### src/flash_prog_pkg.sv
package flash_prog_pkg;

  // Clock and timing base
  localparam int unsigned CLK_KHZ = 100000;
  localparam int unsigned RC_KHZ = 7370;
  localparam int unsigned ACC_W = 17;

  // Operation lengths in internal RC oscillator cycles
  localparam int unsigned ROW_TICKS = 11064;
  localparam int unsigned WORD_TICKS = 400;
  localparam int unsigned PAGE_TICKS = 2000;
  localparam int unsigned BULK_TICKS = 4000;
  localparam int unsigned CFG_TICKS = 400;

  // Extra bus wait on a table write, so it spans three cycles instead of two
  localparam logic [1:0] TW_EXTRA = 2'h1;

  // Register byte offsets
  localparam int unsigned ADR_W = 8;
  localparam logic [7:0] OFS_CTRL = 8'h00;
  localparam logic [7:0] OFS_KEY = 8'h04;
  localparam logic [7:0] OFS_PAGE = 8'h08;
  localparam logic [7:0] OFS_EA = 8'h0c;
  localparam logic [7:0] OFS_TWL = 8'h10;
  localparam logic [7:0] OFS_TWH = 8'h14;
  localparam logic [7:0] OFS_TRL = 8'h18;
  localparam logic [7:0] OFS_TRH = 8'h1c;
  localparam logic [7:0] OFS_STAT = 8'h20;

  // Control register fields
  localparam int unsigned START_BIT = 15;
  localparam int unsigned PERMIT_BIT = 14;
  localparam int unsigned ERR_BIT = 13;
  localparam int unsigned ERASE_BIT = 6;
  localparam int unsigned OPC_MSB = 3;
  localparam logic [15:0] CTRL_RST = 16'h0000;
  localparam logic [7:0] PAGE_RST = 8'h00;
  localparam logic [15:0] EA_RST = 16'h0000;

  // Unlock sequence
  localparam logic [7:0] KEY_FIRST = 8'h55;
  localparam logic [7:0] KEY_SECOND = 8'haa;

  // Operation codes
  localparam logic [3:0] OPC_BULK = 4'hf;
  localparam logic [3:0] OPC_SEG = 4'hd;
  localparam logic [3:0] OPC_PAGE = 4'h2;
  localparam logic [3:0] OPC_CFG = 4'h0;
  localparam logic [3:0] OPC_WORD = 4'h3;
  localparam logic [3:0] OPC_ROW = 4'h1;

  // Array geometry; addresses step by two per word
  localparam int unsigned ROW_WORDS = 64;
  localparam int unsigned ROWS_PER_PAGE = 8;
  localparam int unsigned IDX_W = $clog2(ROW_WORDS);
  localparam int unsigned ROW_LSB = IDX_W + 1;
  localparam int unsigned PAGE_LSB = $clog2(ROW_WORDS * ROWS_PER_PAGE) + 1;

  typedef enum logic [2:0] {
    OP_NONE, OP_BULK, OP_SEGMENT, OP_PAGE, OP_CFG_ERASE, OP_WORD, OP_ROW, OP_CFG_PROG
  } op_kind_t;

  typedef enum logic {ST_IDLE, ST_RUN} seq_state_t;

  typedef struct packed {
    logic valid;
    op_kind_t kind;
    logic [23:0] addr;
  } flash_cmd_t;

  typedef struct packed {
    logic valid;
    logic [23:0] addr;
    logic [23:0] data;
  } flash_wr_t;

endpackage

### src/flash_self_program_ctrl.sv
`timescale 1ns/1ps

module flash_self_program_ctrl #(
  parameter int unsigned CNT_W = 16,
  parameter int unsigned ROW_TICKS = flash_prog_pkg::ROW_TICKS,
  parameter int unsigned WORD_TICKS = flash_prog_pkg::WORD_TICKS,
  parameter int unsigned PAGE_TICKS = flash_prog_pkg::PAGE_TICKS,
  parameter int unsigned BULK_TICKS = flash_prog_pkg::BULK_TICKS,
  parameter int unsigned CFG_TICKS = flash_prog_pkg::CFG_TICKS
) (
  input wire logic clk_i,
  input wire logic rst_i,
  input wire logic por_i,
  input wire logic wb_cyc_i,
  input wire logic wb_stb_i,
  input wire logic wb_we_i,
  input wire logic [flash_prog_pkg::ADR_W-1:0] wb_adr_i,
  input wire logic [3:0] wb_sel_i,
  input wire logic [31:0] wb_dat_i,
  output logic [31:0] wb_dat_o,
  output logic wb_ack_o,
  output logic stall_o,
  output logic [23:0] flash_raddr_o,
  input wire logic [23:0] flash_rdata_i,
  output flash_prog_pkg::flash_cmd_t flash_cmd_o,
  output flash_prog_pkg::flash_wr_t flash_wr_o,
  input wire logic serial_prog_clock_pin_i,
  input wire logic serial_prog_data_pin_i,
  output logic serial_prog_data_pin_o,
  output logic serial_prog_data_pin_oe_n_o,
  input wire logic master_clear_pin_n_i,
  output logic serial_prog_active_o,
  output logic serial_prog_clock_o,
  output logic serial_prog_data_o
);

  localparam int unsigned IW = flash_prog_pkg::IDX_W;

  flash_prog_pkg::seq_state_t state_r;
  flash_prog_pkg::op_kind_t kind_r;
  flash_prog_pkg::op_kind_t kind_nxt;
  flash_prog_pkg::flash_cmd_t cmd_r;
  flash_prog_pkg::flash_wr_t wr_r;

  logic [23:0] hold_buf [flash_prog_pkg::ROW_WORDS];

  logic ack_r;
  logic [1:0] wait_r;
  logic [31:0] dat_r;
  logic req;
  logic go;
  logic wr;
  logic rd;
  logic busy;
  logic hit_ctrl;
  logic hit_key;
  logic hit_page;
  logic hit_ea;
  logic hit_twl;
  logic hit_twh;
  logic hit_trl;
  logic hit_trh;
  logic hit_stat;
  logic byte_mode;

  logic start_r;
  logic permit_r;
  logic err_r;
  logic erase_r;
  logic [3:0] opc_r;
  logic permit_nxt;
  logic erase_nxt;
  logic [3:0] opc_nxt;
  logic key_first_r;
  logic armed_r;
  logic start_try;
  logic start_ok;
  logic launch;
  logic done;
  logic abort;

  logic [7:0] page_r;
  logic [15:0] ea_r;
  logic [23:0] prog_addr;
  logic [IW-1:0] buf_idx;

  logic [23:0] base_r;
  logic [CNT_W-1:0] rem_r;
  logic [IW:0] left_r;
  logic [IW-1:0] idx_r;
  logic [flash_prog_pkg::ACC_W-1:0] acc_r;
  logic [flash_prog_pkg::ACC_W-1:0] acc_sum;
  logic rc_tick;

  logic [2:0] sync1_r;
  logic [2:0] sync2_r;

  function automatic flash_prog_pkg::op_kind_t decode(input logic erase, input logic [3:0] opc);
    decode = flash_prog_pkg::OP_NONE;
    if (erase) begin
      case (opc)
        flash_prog_pkg::OPC_BULK: decode = flash_prog_pkg::OP_BULK;
        flash_prog_pkg::OPC_SEG: decode = flash_prog_pkg::OP_SEGMENT;
        flash_prog_pkg::OPC_PAGE: decode = flash_prog_pkg::OP_PAGE;
        flash_prog_pkg::OPC_CFG: decode = flash_prog_pkg::OP_CFG_ERASE;
        default: decode = flash_prog_pkg::OP_NONE;
      endcase
    end else begin
      case (opc)
        flash_prog_pkg::OPC_WORD: decode = flash_prog_pkg::OP_WORD;
        flash_prog_pkg::OPC_ROW: decode = flash_prog_pkg::OP_ROW;
        flash_prog_pkg::OPC_CFG: decode = flash_prog_pkg::OP_CFG_PROG;
        default: decode = flash_prog_pkg::OP_NONE;
      endcase
    end
  endfunction

  function automatic logic [CNT_W-1:0] ticks(input flash_prog_pkg::op_kind_t kind);
    case (kind)
      flash_prog_pkg::OP_ROW: ticks = CNT_W'(ROW_TICKS);
      flash_prog_pkg::OP_WORD: ticks = CNT_W'(WORD_TICKS);
      flash_prog_pkg::OP_PAGE: ticks = CNT_W'(PAGE_TICKS);
      flash_prog_pkg::OP_BULK: ticks = CNT_W'(BULK_TICKS);
      flash_prog_pkg::OP_SEGMENT: ticks = CNT_W'(BULK_TICKS);
      flash_prog_pkg::OP_CFG_ERASE: ticks = CNT_W'(CFG_TICKS);
      flash_prog_pkg::OP_CFG_PROG: ticks = CNT_W'(CFG_TICKS);
      default: ticks = '0;
    endcase
  endfunction

  // Bus decode
  assign hit_ctrl = wb_adr_i == flash_prog_pkg::OFS_CTRL;
  assign hit_key = wb_adr_i == flash_prog_pkg::OFS_KEY;
  assign hit_page = wb_adr_i == flash_prog_pkg::OFS_PAGE;
  assign hit_ea = wb_adr_i == flash_prog_pkg::OFS_EA;
  assign hit_twl = wb_adr_i == flash_prog_pkg::OFS_TWL;
  assign hit_twh = wb_adr_i == flash_prog_pkg::OFS_TWH;
  assign hit_trl = wb_adr_i == flash_prog_pkg::OFS_TRL;
  assign hit_trh = wb_adr_i == flash_prog_pkg::OFS_TRH;
  assign hit_stat = wb_adr_i == flash_prog_pkg::OFS_STAT;
  assign byte_mode = wb_sel_i[1:0] == 2'h1;

  assign busy = state_r == flash_prog_pkg::ST_RUN;
  assign req = wb_cyc_i & wb_stb_i & ~ack_r;
  // Bus held off while busy, and stall_o stalls the core from the first busy cycle, access or not
  assign go = req & ~busy & (~(wb_we_i & (hit_twl | hit_twh))
              | wait_r == flash_prog_pkg::TW_EXTRA);
  assign wr = go & wb_we_i;
  assign rd = go & ~wb_we_i;
  assign stall_o = busy;

  always_ff @(posedge clk_i) begin
    if (rst_i) begin
      ack_r <= 1'b0;
      wait_r <= 2'h0;
    end else begin
      ack_r <= go;
      if (go) begin
        wait_r <= 2'h0;
      end else if (req & ~busy & wb_we_i) begin
        wait_r <= wait_r + 2'h1;
      end
    end
  end
  assign wb_ack_o = ack_r;

  // Read data
  always_ff @(posedge clk_i) begin
    if (rst_i) begin
      dat_r <= '0;
    end else if (rd) begin
      dat_r <= '0;
      if (hit_ctrl) begin
        dat_r[flash_prog_pkg::START_BIT] <= start_r;
        dat_r[flash_prog_pkg::PERMIT_BIT] <= permit_r;
        dat_r[flash_prog_pkg::ERR_BIT] <= err_r;
        dat_r[flash_prog_pkg::ERASE_BIT] <= erase_r;
        dat_r[flash_prog_pkg::OPC_MSB:0] <= opc_r;
      end
      if (hit_page) begin
        dat_r[7:0] <= page_r;
      end
      if (hit_ea) begin
        dat_r[15:0] <= ea_r;
      end
      if (hit_trl) begin
        if (byte_mode) begin
          dat_r[7:0] <= ea_r[0] ? flash_rdata_i[15:8] : flash_rdata_i[7:0];
        end else begin
          dat_r[15:0] <= flash_rdata_i[15:0];
        end
      end
      // Upper byte of the high word is a phantom and reads as zero
      if (hit_trh & ~(byte_mode & ea_r[0])) begin
        dat_r[7:0] <= flash_rdata_i[23:16];
      end
      if (hit_stat) begin
        dat_r[1:0] <= {armed_r, sync2_r[2]};
      end
      // Key register and unmapped offsets read zero
    end
  end
  assign wb_dat_o = dat_r;

  // Table pointer
  always_ff @(posedge clk_i) begin
    if (rst_i) begin
      page_r <= flash_prog_pkg::PAGE_RST;
      ea_r <= flash_prog_pkg::EA_RST;
    end else if (wr) begin
      if (hit_page & wb_sel_i[0]) begin
        page_r <= wb_dat_i[7:0];
      end
      if (hit_ea) begin
        if (wb_sel_i[0]) begin
          ea_r[7:0] <= wb_dat_i[7:0];
        end
        if (wb_sel_i[1]) begin
          ea_r[15:8] <= wb_dat_i[15:8];
        end
      end
    end
  end
  assign prog_addr = {page_r, ea_r};
  assign flash_raddr_o = prog_addr;
  assign buf_idx = ea_r[IW:1];

  // Holding buffer; table writes never touch the array
  always_ff @(posedge clk_i) begin
    if (wr & hit_twl) begin
      if (byte_mode & ea_r[0]) begin
        hold_buf[buf_idx][15:8] <= wb_dat_i[7:0];
      end else if (byte_mode) begin
        hold_buf[buf_idx][7:0] <= wb_dat_i[7:0];
      end else begin
        hold_buf[buf_idx][15:0] <= wb_dat_i[15:0];
      end
    end
    if (wr & hit_twh & ~(byte_mode & ea_r[0])) begin
      hold_buf[buf_idx][23:16] <= wb_dat_i[7:0];
    end
  end

  // Unlock: any other write between the keys breaks the sequence
  always_ff @(posedge clk_i) begin
    if (rst_i) begin
      key_first_r <= 1'b0;
      armed_r <= 1'b0;
    end else if (wr) begin
      key_first_r <= hit_key & wb_sel_i[0] & wb_dat_i[7:0] == flash_prog_pkg::KEY_FIRST;
      armed_r <= hit_key & wb_sel_i[0] & key_first_r
                 & wb_dat_i[7:0] == flash_prog_pkg::KEY_SECOND;
    end
  end

  assign permit_nxt = (wr & hit_ctrl & wb_sel_i[1]) ? wb_dat_i[flash_prog_pkg::PERMIT_BIT]
                      : permit_r;
  assign erase_nxt = (wr & hit_ctrl & wb_sel_i[0]) ? wb_dat_i[flash_prog_pkg::ERASE_BIT]
                     : erase_r;
  assign opc_nxt = (wr & hit_ctrl & wb_sel_i[0]) ? wb_dat_i[flash_prog_pkg::OPC_MSB:0] : opc_r;
  assign start_try = wr & hit_ctrl & wb_sel_i[1] & wb_dat_i[flash_prog_pkg::START_BIT];
  assign start_ok = armed_r & permit_nxt & ~sync2_r[2];
  assign launch = start_try & start_ok;
  assign kind_nxt = decode(erase_nxt, opc_nxt);
  assign abort = rst_i & busy;

  // Control fields survive every reset but power-on
  always_ff @(posedge clk_i) begin
    if (por_i) begin
      permit_r <= flash_prog_pkg::CTRL_RST[flash_prog_pkg::PERMIT_BIT];
      erase_r <= flash_prog_pkg::CTRL_RST[flash_prog_pkg::ERASE_BIT];
      opc_r <= flash_prog_pkg::CTRL_RST[flash_prog_pkg::OPC_MSB:0];
    end else begin
      permit_r <= permit_nxt;
      erase_r <= erase_nxt;
      opc_r <= opc_nxt;
    end
  end

  // Start is set-only from the bus; a zero written to it is ignored
  always_ff @(posedge clk_i) begin
    if (por_i) begin
      start_r <= flash_prog_pkg::CTRL_RST[flash_prog_pkg::START_BIT];
    end else if (launch) begin
      start_r <= 1'b1;
    end else if (done | abort) begin
      start_r <= 1'b0;
    end
  end

  always_ff @(posedge clk_i) begin
    if (por_i) begin
      err_r <= flash_prog_pkg::CTRL_RST[flash_prog_pkg::ERR_BIT];
    end else if ((start_try & ~start_ok) | abort) begin
      err_r <= 1'b1;
    end else if (done) begin
      err_r <= 1'b0;
    end else if (wr & hit_ctrl & wb_sel_i[1]) begin
      err_r <= wb_dat_i[flash_prog_pkg::ERR_BIT];
    end
  end

  // Internal RC oscillator rate as a fractional enable
  assign acc_sum = acc_r + flash_prog_pkg::ACC_W'(flash_prog_pkg::RC_KHZ);
  assign rc_tick = acc_sum >= flash_prog_pkg::ACC_W'(flash_prog_pkg::CLK_KHZ);

  always_ff @(posedge clk_i) begin
    if (rst_i) begin
      acc_r <= '0;
    end else if (rc_tick) begin
      acc_r <= acc_sum - flash_prog_pkg::ACC_W'(flash_prog_pkg::CLK_KHZ);
    end else begin
      acc_r <= acc_sum;
    end
  end

  // Completion waits for the buffer stream even with shortened counts
  assign done = busy & rem_r == '0 & left_r == '0;

  always_ff @(posedge clk_i) begin
    if (rst_i) begin
      state_r <= flash_prog_pkg::ST_IDLE;
      kind_r <= flash_prog_pkg::OP_NONE;
      base_r <= '0;
      rem_r <= '0;
    end else begin
      case (state_r)
        flash_prog_pkg::ST_IDLE: begin
          if (launch) begin
            state_r <= flash_prog_pkg::ST_RUN;
            kind_r <= kind_nxt;
            base_r <= prog_addr;
            rem_r <= ticks(kind_nxt);
          end
        end
        flash_prog_pkg::ST_RUN: begin
          if (done) begin
            state_r <= flash_prog_pkg::ST_IDLE;
          end else if (rc_tick & rem_r != '0) begin
            rem_r <= rem_r - CNT_W'(1);
          end
        end
        default: state_r <= flash_prog_pkg::ST_IDLE;
      endcase
    end
  end

  // Array command, issued once per real operation
  always_ff @(posedge clk_i) begin
    if (rst_i) begin
      cmd_r <= '0;
    end else begin
      cmd_r.valid <= launch & kind_nxt != flash_prog_pkg::OP_NONE;
      cmd_r.kind <= kind_nxt;
      case (kind_nxt)
        flash_prog_pkg::OP_PAGE:
          cmd_r.addr <= (prog_addr >> flash_prog_pkg::PAGE_LSB) << flash_prog_pkg::PAGE_LSB;
        flash_prog_pkg::OP_ROW:
          cmd_r.addr <= (prog_addr >> flash_prog_pkg::ROW_LSB) << flash_prog_pkg::ROW_LSB;
        flash_prog_pkg::OP_WORD: cmd_r.addr <= {prog_addr[23:1], 1'b0};
        default: cmd_r.addr <= prog_addr;
      endcase
    end
  end
  assign flash_cmd_o = cmd_r;

  // Buffer stream to the array: whole row or the one addressed word
  always_ff @(posedge clk_i) begin
    if (rst_i) begin
      left_r <= '0;
      idx_r <= '0;
      wr_r <= '0;
    end else begin
      wr_r.valid <= 1'b0;
      if (launch & kind_nxt == flash_prog_pkg::OP_ROW) begin
        left_r <= (IW + 1)'(flash_prog_pkg::ROW_WORDS);
        idx_r <= '0;
      end else if (launch & (kind_nxt == flash_prog_pkg::OP_WORD
                             | kind_nxt == flash_prog_pkg::OP_CFG_PROG)) begin
        left_r <= (IW + 1)'(1);
        idx_r <= buf_idx;
      end else if (busy & left_r != '0) begin
        left_r <= left_r - (IW + 1)'(1);
        idx_r <= idx_r + IW'(1);
        wr_r.valid <= 1'b1;
        wr_r.addr <= {base_r[23:flash_prog_pkg::ROW_LSB], idx_r, 1'b0};
        wr_r.data <= hold_buf[idx_r];
      end
    end
  end
  assign flash_wr_o = wr_r;

  // Serial programming pins; the engine that speaks the protocol sits outside
  always_ff @(posedge clk_i) begin
    if (rst_i) begin
      sync1_r <= 3'h0;
      sync2_r <= 3'h0;
    end else begin
      sync1_r <= {~master_clear_pin_n_i, serial_prog_data_pin_i, serial_prog_clock_pin_i};
      sync2_r <= sync1_r;
    end
  end
  assign serial_prog_active_o = sync2_r[2];
  assign serial_prog_data_o = sync2_r[1];
  assign serial_prog_clock_o = sync2_r[0];
  // Pin stays released; answering the programmer belongs to the outside engine
  assign serial_prog_data_pin_o = 1'b0;
  assign serial_prog_data_pin_oe_n_o = 1'b1;

endmodule

### config.mk
export PLATFORM = sky130hd
export DESIGN_NAME = flash_self_program_ctrl
export DESIGN_NICKNAME = d
export VERILOG_FILES = /design/src/flash_prog_pkg.sv /design/src/flash_self_program_ctrl.sv
export SDC_FILE = /design/constraint.sdc
export NUM_CORES = 2
export LEC_CHECK = 0
export ABC_AREA = 1
export BUFFER_PORTS_ARGS = -buffer_cell sky130_fd_sc_hd__buf_2
export CAP_MARGIN = 10
export CELL_PAD_IN_SITES_DETAIL_PLACEMENT = 1
export CELL_PAD_IN_SITES_GLOBAL_PLACEMENT = 1
export CORE_MARGIN = 2
export CORE_UTILIZATION = 35
export DETAILED_ROUTE_END_ITERATION = 6
export GPL_ROUTABILITY_DRIVEN = 0
export HOLD_SLACK_MARGIN = 0.05
export PLACE_DENSITY = 0.66
export SYNTH_ARGS = -nofsm -noshare
export SYNTH_HDL_FRONTEND = slang
export SYNTH_SLANG_ARGS = --single-unit
### constraint.sdc
create_clock -name clk_i -period 5.4 [get_ports clk_i]
set_input_delay 0.27 -clock clk_i [delete_from_list [all_inputs] [get_ports clk_i]]
set_output_delay 0.27 -clock clk_i [all_outputs]
set_load 0.05 [all_outputs]
# == Word level (Yosys, flattened, before mapping) ==
# Memories as Yosys holds them, arrays and structs flattened. A register that Yosys moved wholly into a read port is not among the register bits.
# Cells that the tools add are included.
# Widths: inputs -> output; s select.
# word_totals
mem_count,1
out_inout_bits,140
ramBits,1536
reg_bits,206
inputBits,77
wordCells,192
# memory_table
memory,depth,width,rd,rd_clocked_by_memory_dff,write_ports,line,rtl
hold_buf,64,24,1,1,1,flash_self_program_ctrl.sv:45,logic [23:0] hold_buf [flash_prog_pkg::ROW_WORDS];
# op_classes
bitwise,51
order_cmp,1
n_reduce_logical,22
eq_ne,27
add_sub_neg,6
mux,55
# op_table
cell,count
$mux 16,5
$mux 8,7
$pmux 14 s4,1
$mux 49,1
$and 1x1->1,34
$eq 8x5->1 const B,4
$pmux 16 s2,1
$pmux 10 s3,1
$mux 6,4
$mux 1,23
$mux 7,3
$add 17x13->17 const B,1
$ge 17x17->1 const B,1
$mux 17,1
$sub 17x17->17 const B,1
$eq 8x4->1 const B,2
$logic_not 16->1,1
$reduce_bool 16->1,1
$sub 16x1->16 const B,1
$eq 3x3->1 const B,4
$pmux 3 s4,1
$reduce_and 3->1,4
$not 1->1,10
$pmux 3 s3,1
29 further kinds,49

# == Longest topological paths before layout ==
# depth
depth_word,19
mapped_depth,20
ltp_nobuf,20

# == Least setup slack after synthesis ==
# No wires, ideal clock.
# synth_timing
kind,register to register
start,register state_r (netlist: stall_o)
end,"memory hold_buf[0][12], data pin"
arrival_ns,4.050
period_less_slack_ns,4.752
setup_ns,0.702
n_path_buf,1
stages_incl_launch_ff,8
slack_ns,0.648
t_required_ns,4.698
path_cell_list,dfxtp_1 inv_2 nand3_4 nor2_4 nand2_1 nor3_1 clkbuf_1 o21ai_0
# synth_via
elab_chain_cells,8
# synth_rtl
item,line,rtl
start: declaration,flash_self_program_ctrl.sv:39,flash_prog_pkg::seq_state_t state_r;
start signal: assignment,flash_self_program_ctrl.sv:322,state_r <= flash_prog_pkg::ST_IDLE;
start signal: assignment,flash_self_program_ctrl.sv:330,state_r <= flash_prog_pkg::ST_RUN;
start signal: assignment,flash_self_program_ctrl.sv:338,state_r <= flash_prog_pkg::ST_IDLE;
$not 1->1 (no line),n/a,
$and 1x1->1 (2 in a row),flash_self_program_ctrl.sv:146,assign go = req & ~busy & (~(wb_we_i & (hit_twl | hit_twh))
$and 1x1->1,flash_self_program_ctrl.sv:148,assign wr = go & wb_we_i;
$and 1x1->1,flash_self_program_ctrl.sv:230,if (wr & hit_twl) begin
$mux 1,flash_self_program_ctrl.sv:230,
$mux 1 (not written as such),flash_self_program_ctrl.sv:236,hold_buf[buf_idx][15:0] <= wb_dat_i[15:0];
$mux 8 (no line),n/a,
end: declaration,flash_self_program_ctrl.sv:45,
# No other way between the ends.

==> out/qor.txt <==
Run status = finished, final reports clean
Warnings, synthesis = 0
DRC violations left = 0
Clock Sink Count = 1740
Worst Hold Class = in2reg
Max clock buf depth = 3
Kind of critical path = reg2reg
Max Fclk = 0.247 GHz
IO Count = 217
Seq/Total Area, Yosys = 72.0%
CP Buf/Inv Count = 3
Post-synthesis compound-gate area fraction = 14.0%
Endpoint required time on the critical path = 6.16 ns
H-tree levels = 4
Cell type contributing the most total cell area after synthesis = sky130_fd_sc_hd__edfxtp_1
CTS tree = yes
CP Cell Sequence = inv_8 > buf_4 > o21ai_0 > o22ai_1 > o21ai_0 > o221ai_1 > o21ai_0 > nand2_1 > nand2_1 > nand2_1 > o211ai_1 > inv_1
Post-CTS clock slew at the launch and capture registers of the worst setup and hold paths = 0.06 ns
Reg-to-reg slack, setup = 1.35 ns
Worst hold start = flash_rdata_i[0]
Fillers = 20984
Starting density of the core = 35.3%
Xor and xnor area share after synthesis = 0.276%
Maximum net fanout on the critical path = 150
Latest clock arrival within the worst-skew pair = 0.82 ns
Total number of placement rows = 163
Max-cap violations = 0
Delay of the slowest cell on the worst path = 0.64 ns
Total instance count after detailed placement = 8401
Num CTS Buffers = 184
Max stage delay cell, worst path = sky130_fd_sc_hd__inv_8
Arrival time of data at the critical path endpoint = 4.81 ns
Cell with the most instances after synthesis = sky130_fd_sc_hd__edfxtp_1
CTS Root Buffer Type = sky130_fd_sc_hd__clkbuf_16
Main area contributors after synthesis = sky130_fd_sc_hd__edfxtp_1, sky130_fd_sc_hd__o21ai_0, sky130_fd_sc_hd__nor2_1
Count of placed standard cells in the final layout, fillers left out = 8804
Share of cell area taken by muxes after synthesis = 0%
Number of global-route vias before repair = 49320
Min cycle time layout = 4.05 ns
Area of the multi-input gates = 0.0173 sq mm
Crit. End Element = flop
Slew at the pin closest to its max-slew limit = 1.17 ns
Die X-Extent = 450 um
Post-DP HPWL = 137 mm
Total Power Consumption = 27500 uW
Startpoint Class = flop
Count of state elements after synthesis = 1740
Worst Clk Skew = 0.0412 ns
Final Hold Violating Endpoints = 0
Simple-Gate Fraction of Synth Area = 10.1%
Worst max-slew margin expressed relative to the limit = 21.7%
Final number of setup-violating endpoints = 0
Antenna-violating nets left = 0
Share of the synthesized area in the top cell type = 66.2%
Total core area = 0.198 sq mm
Number of antenna violations at the first check in global routing = 8
Share of post-route cells with drive strength above 1 = 9.85%
Maximum number of pins on one net before global-route repair = 167
Post-CTS setup repair buffer count = 0
Cell class contributing the biggest share of worst-path delay = compound AO/OA/AOI/OAI gates
Maximum vdd ir drop = 0.000324 V
Fraction of registers with async set or reset after synthesis = 0%
Post-CTS Hold Buffers = 60
Die Footprint = 0.203 sq mm
Adder-cell area share of the yosys netlist = 0.162%
Leakage power of the design = 0.0266 uW
Total Neg Setup Slack = 0 ns
Total Nets Final = 6095
Final period util = 74.9%
Number of enable-type register cells in the synthesized netlist = 1536
Mean cell area of the mapped netlist = 11.8 sq um
Count of input and output buffers = 179
Routed wire length per instance = 25.5 um
Sequential cell area = 0.0502 sq mm
Max Slew Vio Count = 0
Routed via count = 48422
Synth Instances = 5893
Global route total overflow = 0
Netlist area before placement = 0.0697 sq mm
RSZ-0062 raised after global routing = false
Number of DRC violations after detailed-routing iteration 0 = 4293
Library cells used by synthesis = 60
Post-detailed-route via-to-cell ratio = 5.50
Post-CTS Resized = 0
Combinational family with the most area after synthesis = compound AO/OA/AOI/OAI gates
Wire length of the first global-routing pass = 331 mm
Area overhead of the layout relative to synthesis = 14.4%
Leading cell types by count after synthesis = sky130_fd_sc_hd__edfxtp_1, sky130_fd_sc_hd__nor2_1, sky130_fd_sc_hd__o21ai_0
Synth Flop Type = sky130_fd_sc_hd__edfxtp_1
Final routed wirelength across all metal layers = 225 mm
Pwr dens = 345 mW/mm^2
All-layer global routing usage = 21.7%
Die H = 450 um
Number of iterations in the first detailed-routing pass = 5
power by group:
part           switching [uW]  internal, uW  total [uW]
registers                19.0         14600       14700
logic                     463           122         585
clock network            5320          6960       12300
final timing paths:
check                   endpoint  cells after the start
setup / recovery  flash_wr_o[21]                     12
hold / removal       wb_dat_o[0]                      6
setup reg to reg  flash_wr_o[21]                     12
hold reg to reg       sync2_r[2]                      2
sequential cells by signal, summed over array words and instances, names as in the netlist, 2 cells and up, named ones only:
name	flops
wb_dat_o	16
flash_cmd_o	28
base_r	17
flash_wr_o	48
rem_r	16
sync1_r	3
ea_r	16
hold_buf	1536
idx_r	6
sync2_r	3
acc_r	16
left_r	7
wait_r	2
page_r	8
opc_r	4
metrics by stage:
stage	utilization [%]	hold WS (ns)	setup WS (ns)	area, sq um
after floorplan	-	0.337	0.648	69800
after global placement	37.1	0.394	1.58	73300
after global routing	40.4	0.109	1.21	79800
after detailed placement	37.1	0.397	1.54	73300
final	40.4	0.0982	1.35	79800
after CTS	40.4	0.0529	1.51	79700
metal layers:
layer / track usage (%) / share of wire [%]
met5: 0 / 0.020
met3: 4.11 / 6.7
met1: 28.5 / 42
met4: 8.39 / 4.0
met2: 35.4 / 47
tightest hold or removal path: stages:
cell,delay (ns)
sky130_fd_sc_hd__buf_2,0.10
sky130_fd_sc_hd__nand2_1,0.06
sky130_fd_sc_hd__nand2_1,0.05
sky130_fd_sc_hd__a21oi_1,0.17
sky130_fd_sc_hd__a221o_1,0.16
sky130_fd_sc_hd__a21oi_1,0.05
final cells by class:
cell class / count / area share, %
flip-flops and latches: 1740 / 63.0
multi-input cells: 3580 / 21.7
clock buffers: 263 / 6.39
well taps: 2640 / 4.14
repair buffers: 328 / 3.04
clock inverters: 77 / 0.877
inverters: 175 / 0.858
diodes: 1 / 0.00314
logic make-up after synthesis:
| group | after synthesis |
|---|---|
| other | 2 |
| buffers and inverters | 590 |
| adder cells (fa/ha/maj) | 9 |
| AND/OR/NAND/NOR | 1768 |
| XOR/XNOR | 19 |
| flip-flops | 1740 |
| AO/OA/AOI/OAI | 1765 |
cell usage in the layout, fill, tap and decap left out, types with 7 or more instances in the layout:
cell type / count
sky130_fd_sc_hd__o31ai_1: 7
sky130_fd_sc_hd__nor3_2: 9
sky130_fd_sc_hd__nor3_1: 34
sky130_fd_sc_hd__a31oi_1: 17
sky130_fd_sc_hd__o22ai_1: 443
sky130_fd_sc_hd__buf_4: 77
sky130_fd_sc_hd__clkinv_1: 38
sky130_fd_sc_hd__o221ai_1: 29
sky130_fd_sc_hd__o211ai_1: 27
sky130_fd_sc_hd__clkbuf_16: 188
sky130_fd_sc_hd__clkbuf_1: 64
sky130_fd_sc_hd__o32ai_1: 14
sky130_fd_sc_hd__o21ai_4: 10
sky130_fd_sc_hd__dlygate4sd3_1: 60
sky130_fd_sc_hd__edfxtp_1: 1536
sky130_fd_sc_hd__o21ai_0: 1067
sky130_fd_sc_hd__nand3_1: 43
sky130_fd_sc_hd__buf_2: 171
sky130_fd_sc_hd__nand2_2: 17
sky130_fd_sc_hd__xor2_1: 12
sky130_fd_sc_hd__o21ai_1: 7
sky130_fd_sc_hd__dfxtp_1: 199
sky130_fd_sc_hd__a21oi_1: 117
sky130_fd_sc_hd__bufinv_16: 8
sky130_fd_sc_hd__clkinv_2: 18
sky130_fd_sc_hd__clkbuf_8: 11
sky130_fd_sc_hd__a221oi_1: 7
sky130_fd_sc_hd__nor2_1: 1330
sky130_fd_sc_hd__inv_1: 150
sky130_fd_sc_hd__buf_12: 19
sky130_fd_sc_hd__conb_1: 19
sky130_fd_sc_hd__nand4_1: 20
sky130_fd_sc_hd__inv_2: 16
sky130_fd_sc_hd__nand2_1: 284
sky130_fd_sc_hd__ha_1: 9
(Power assumes the default switching activity.)
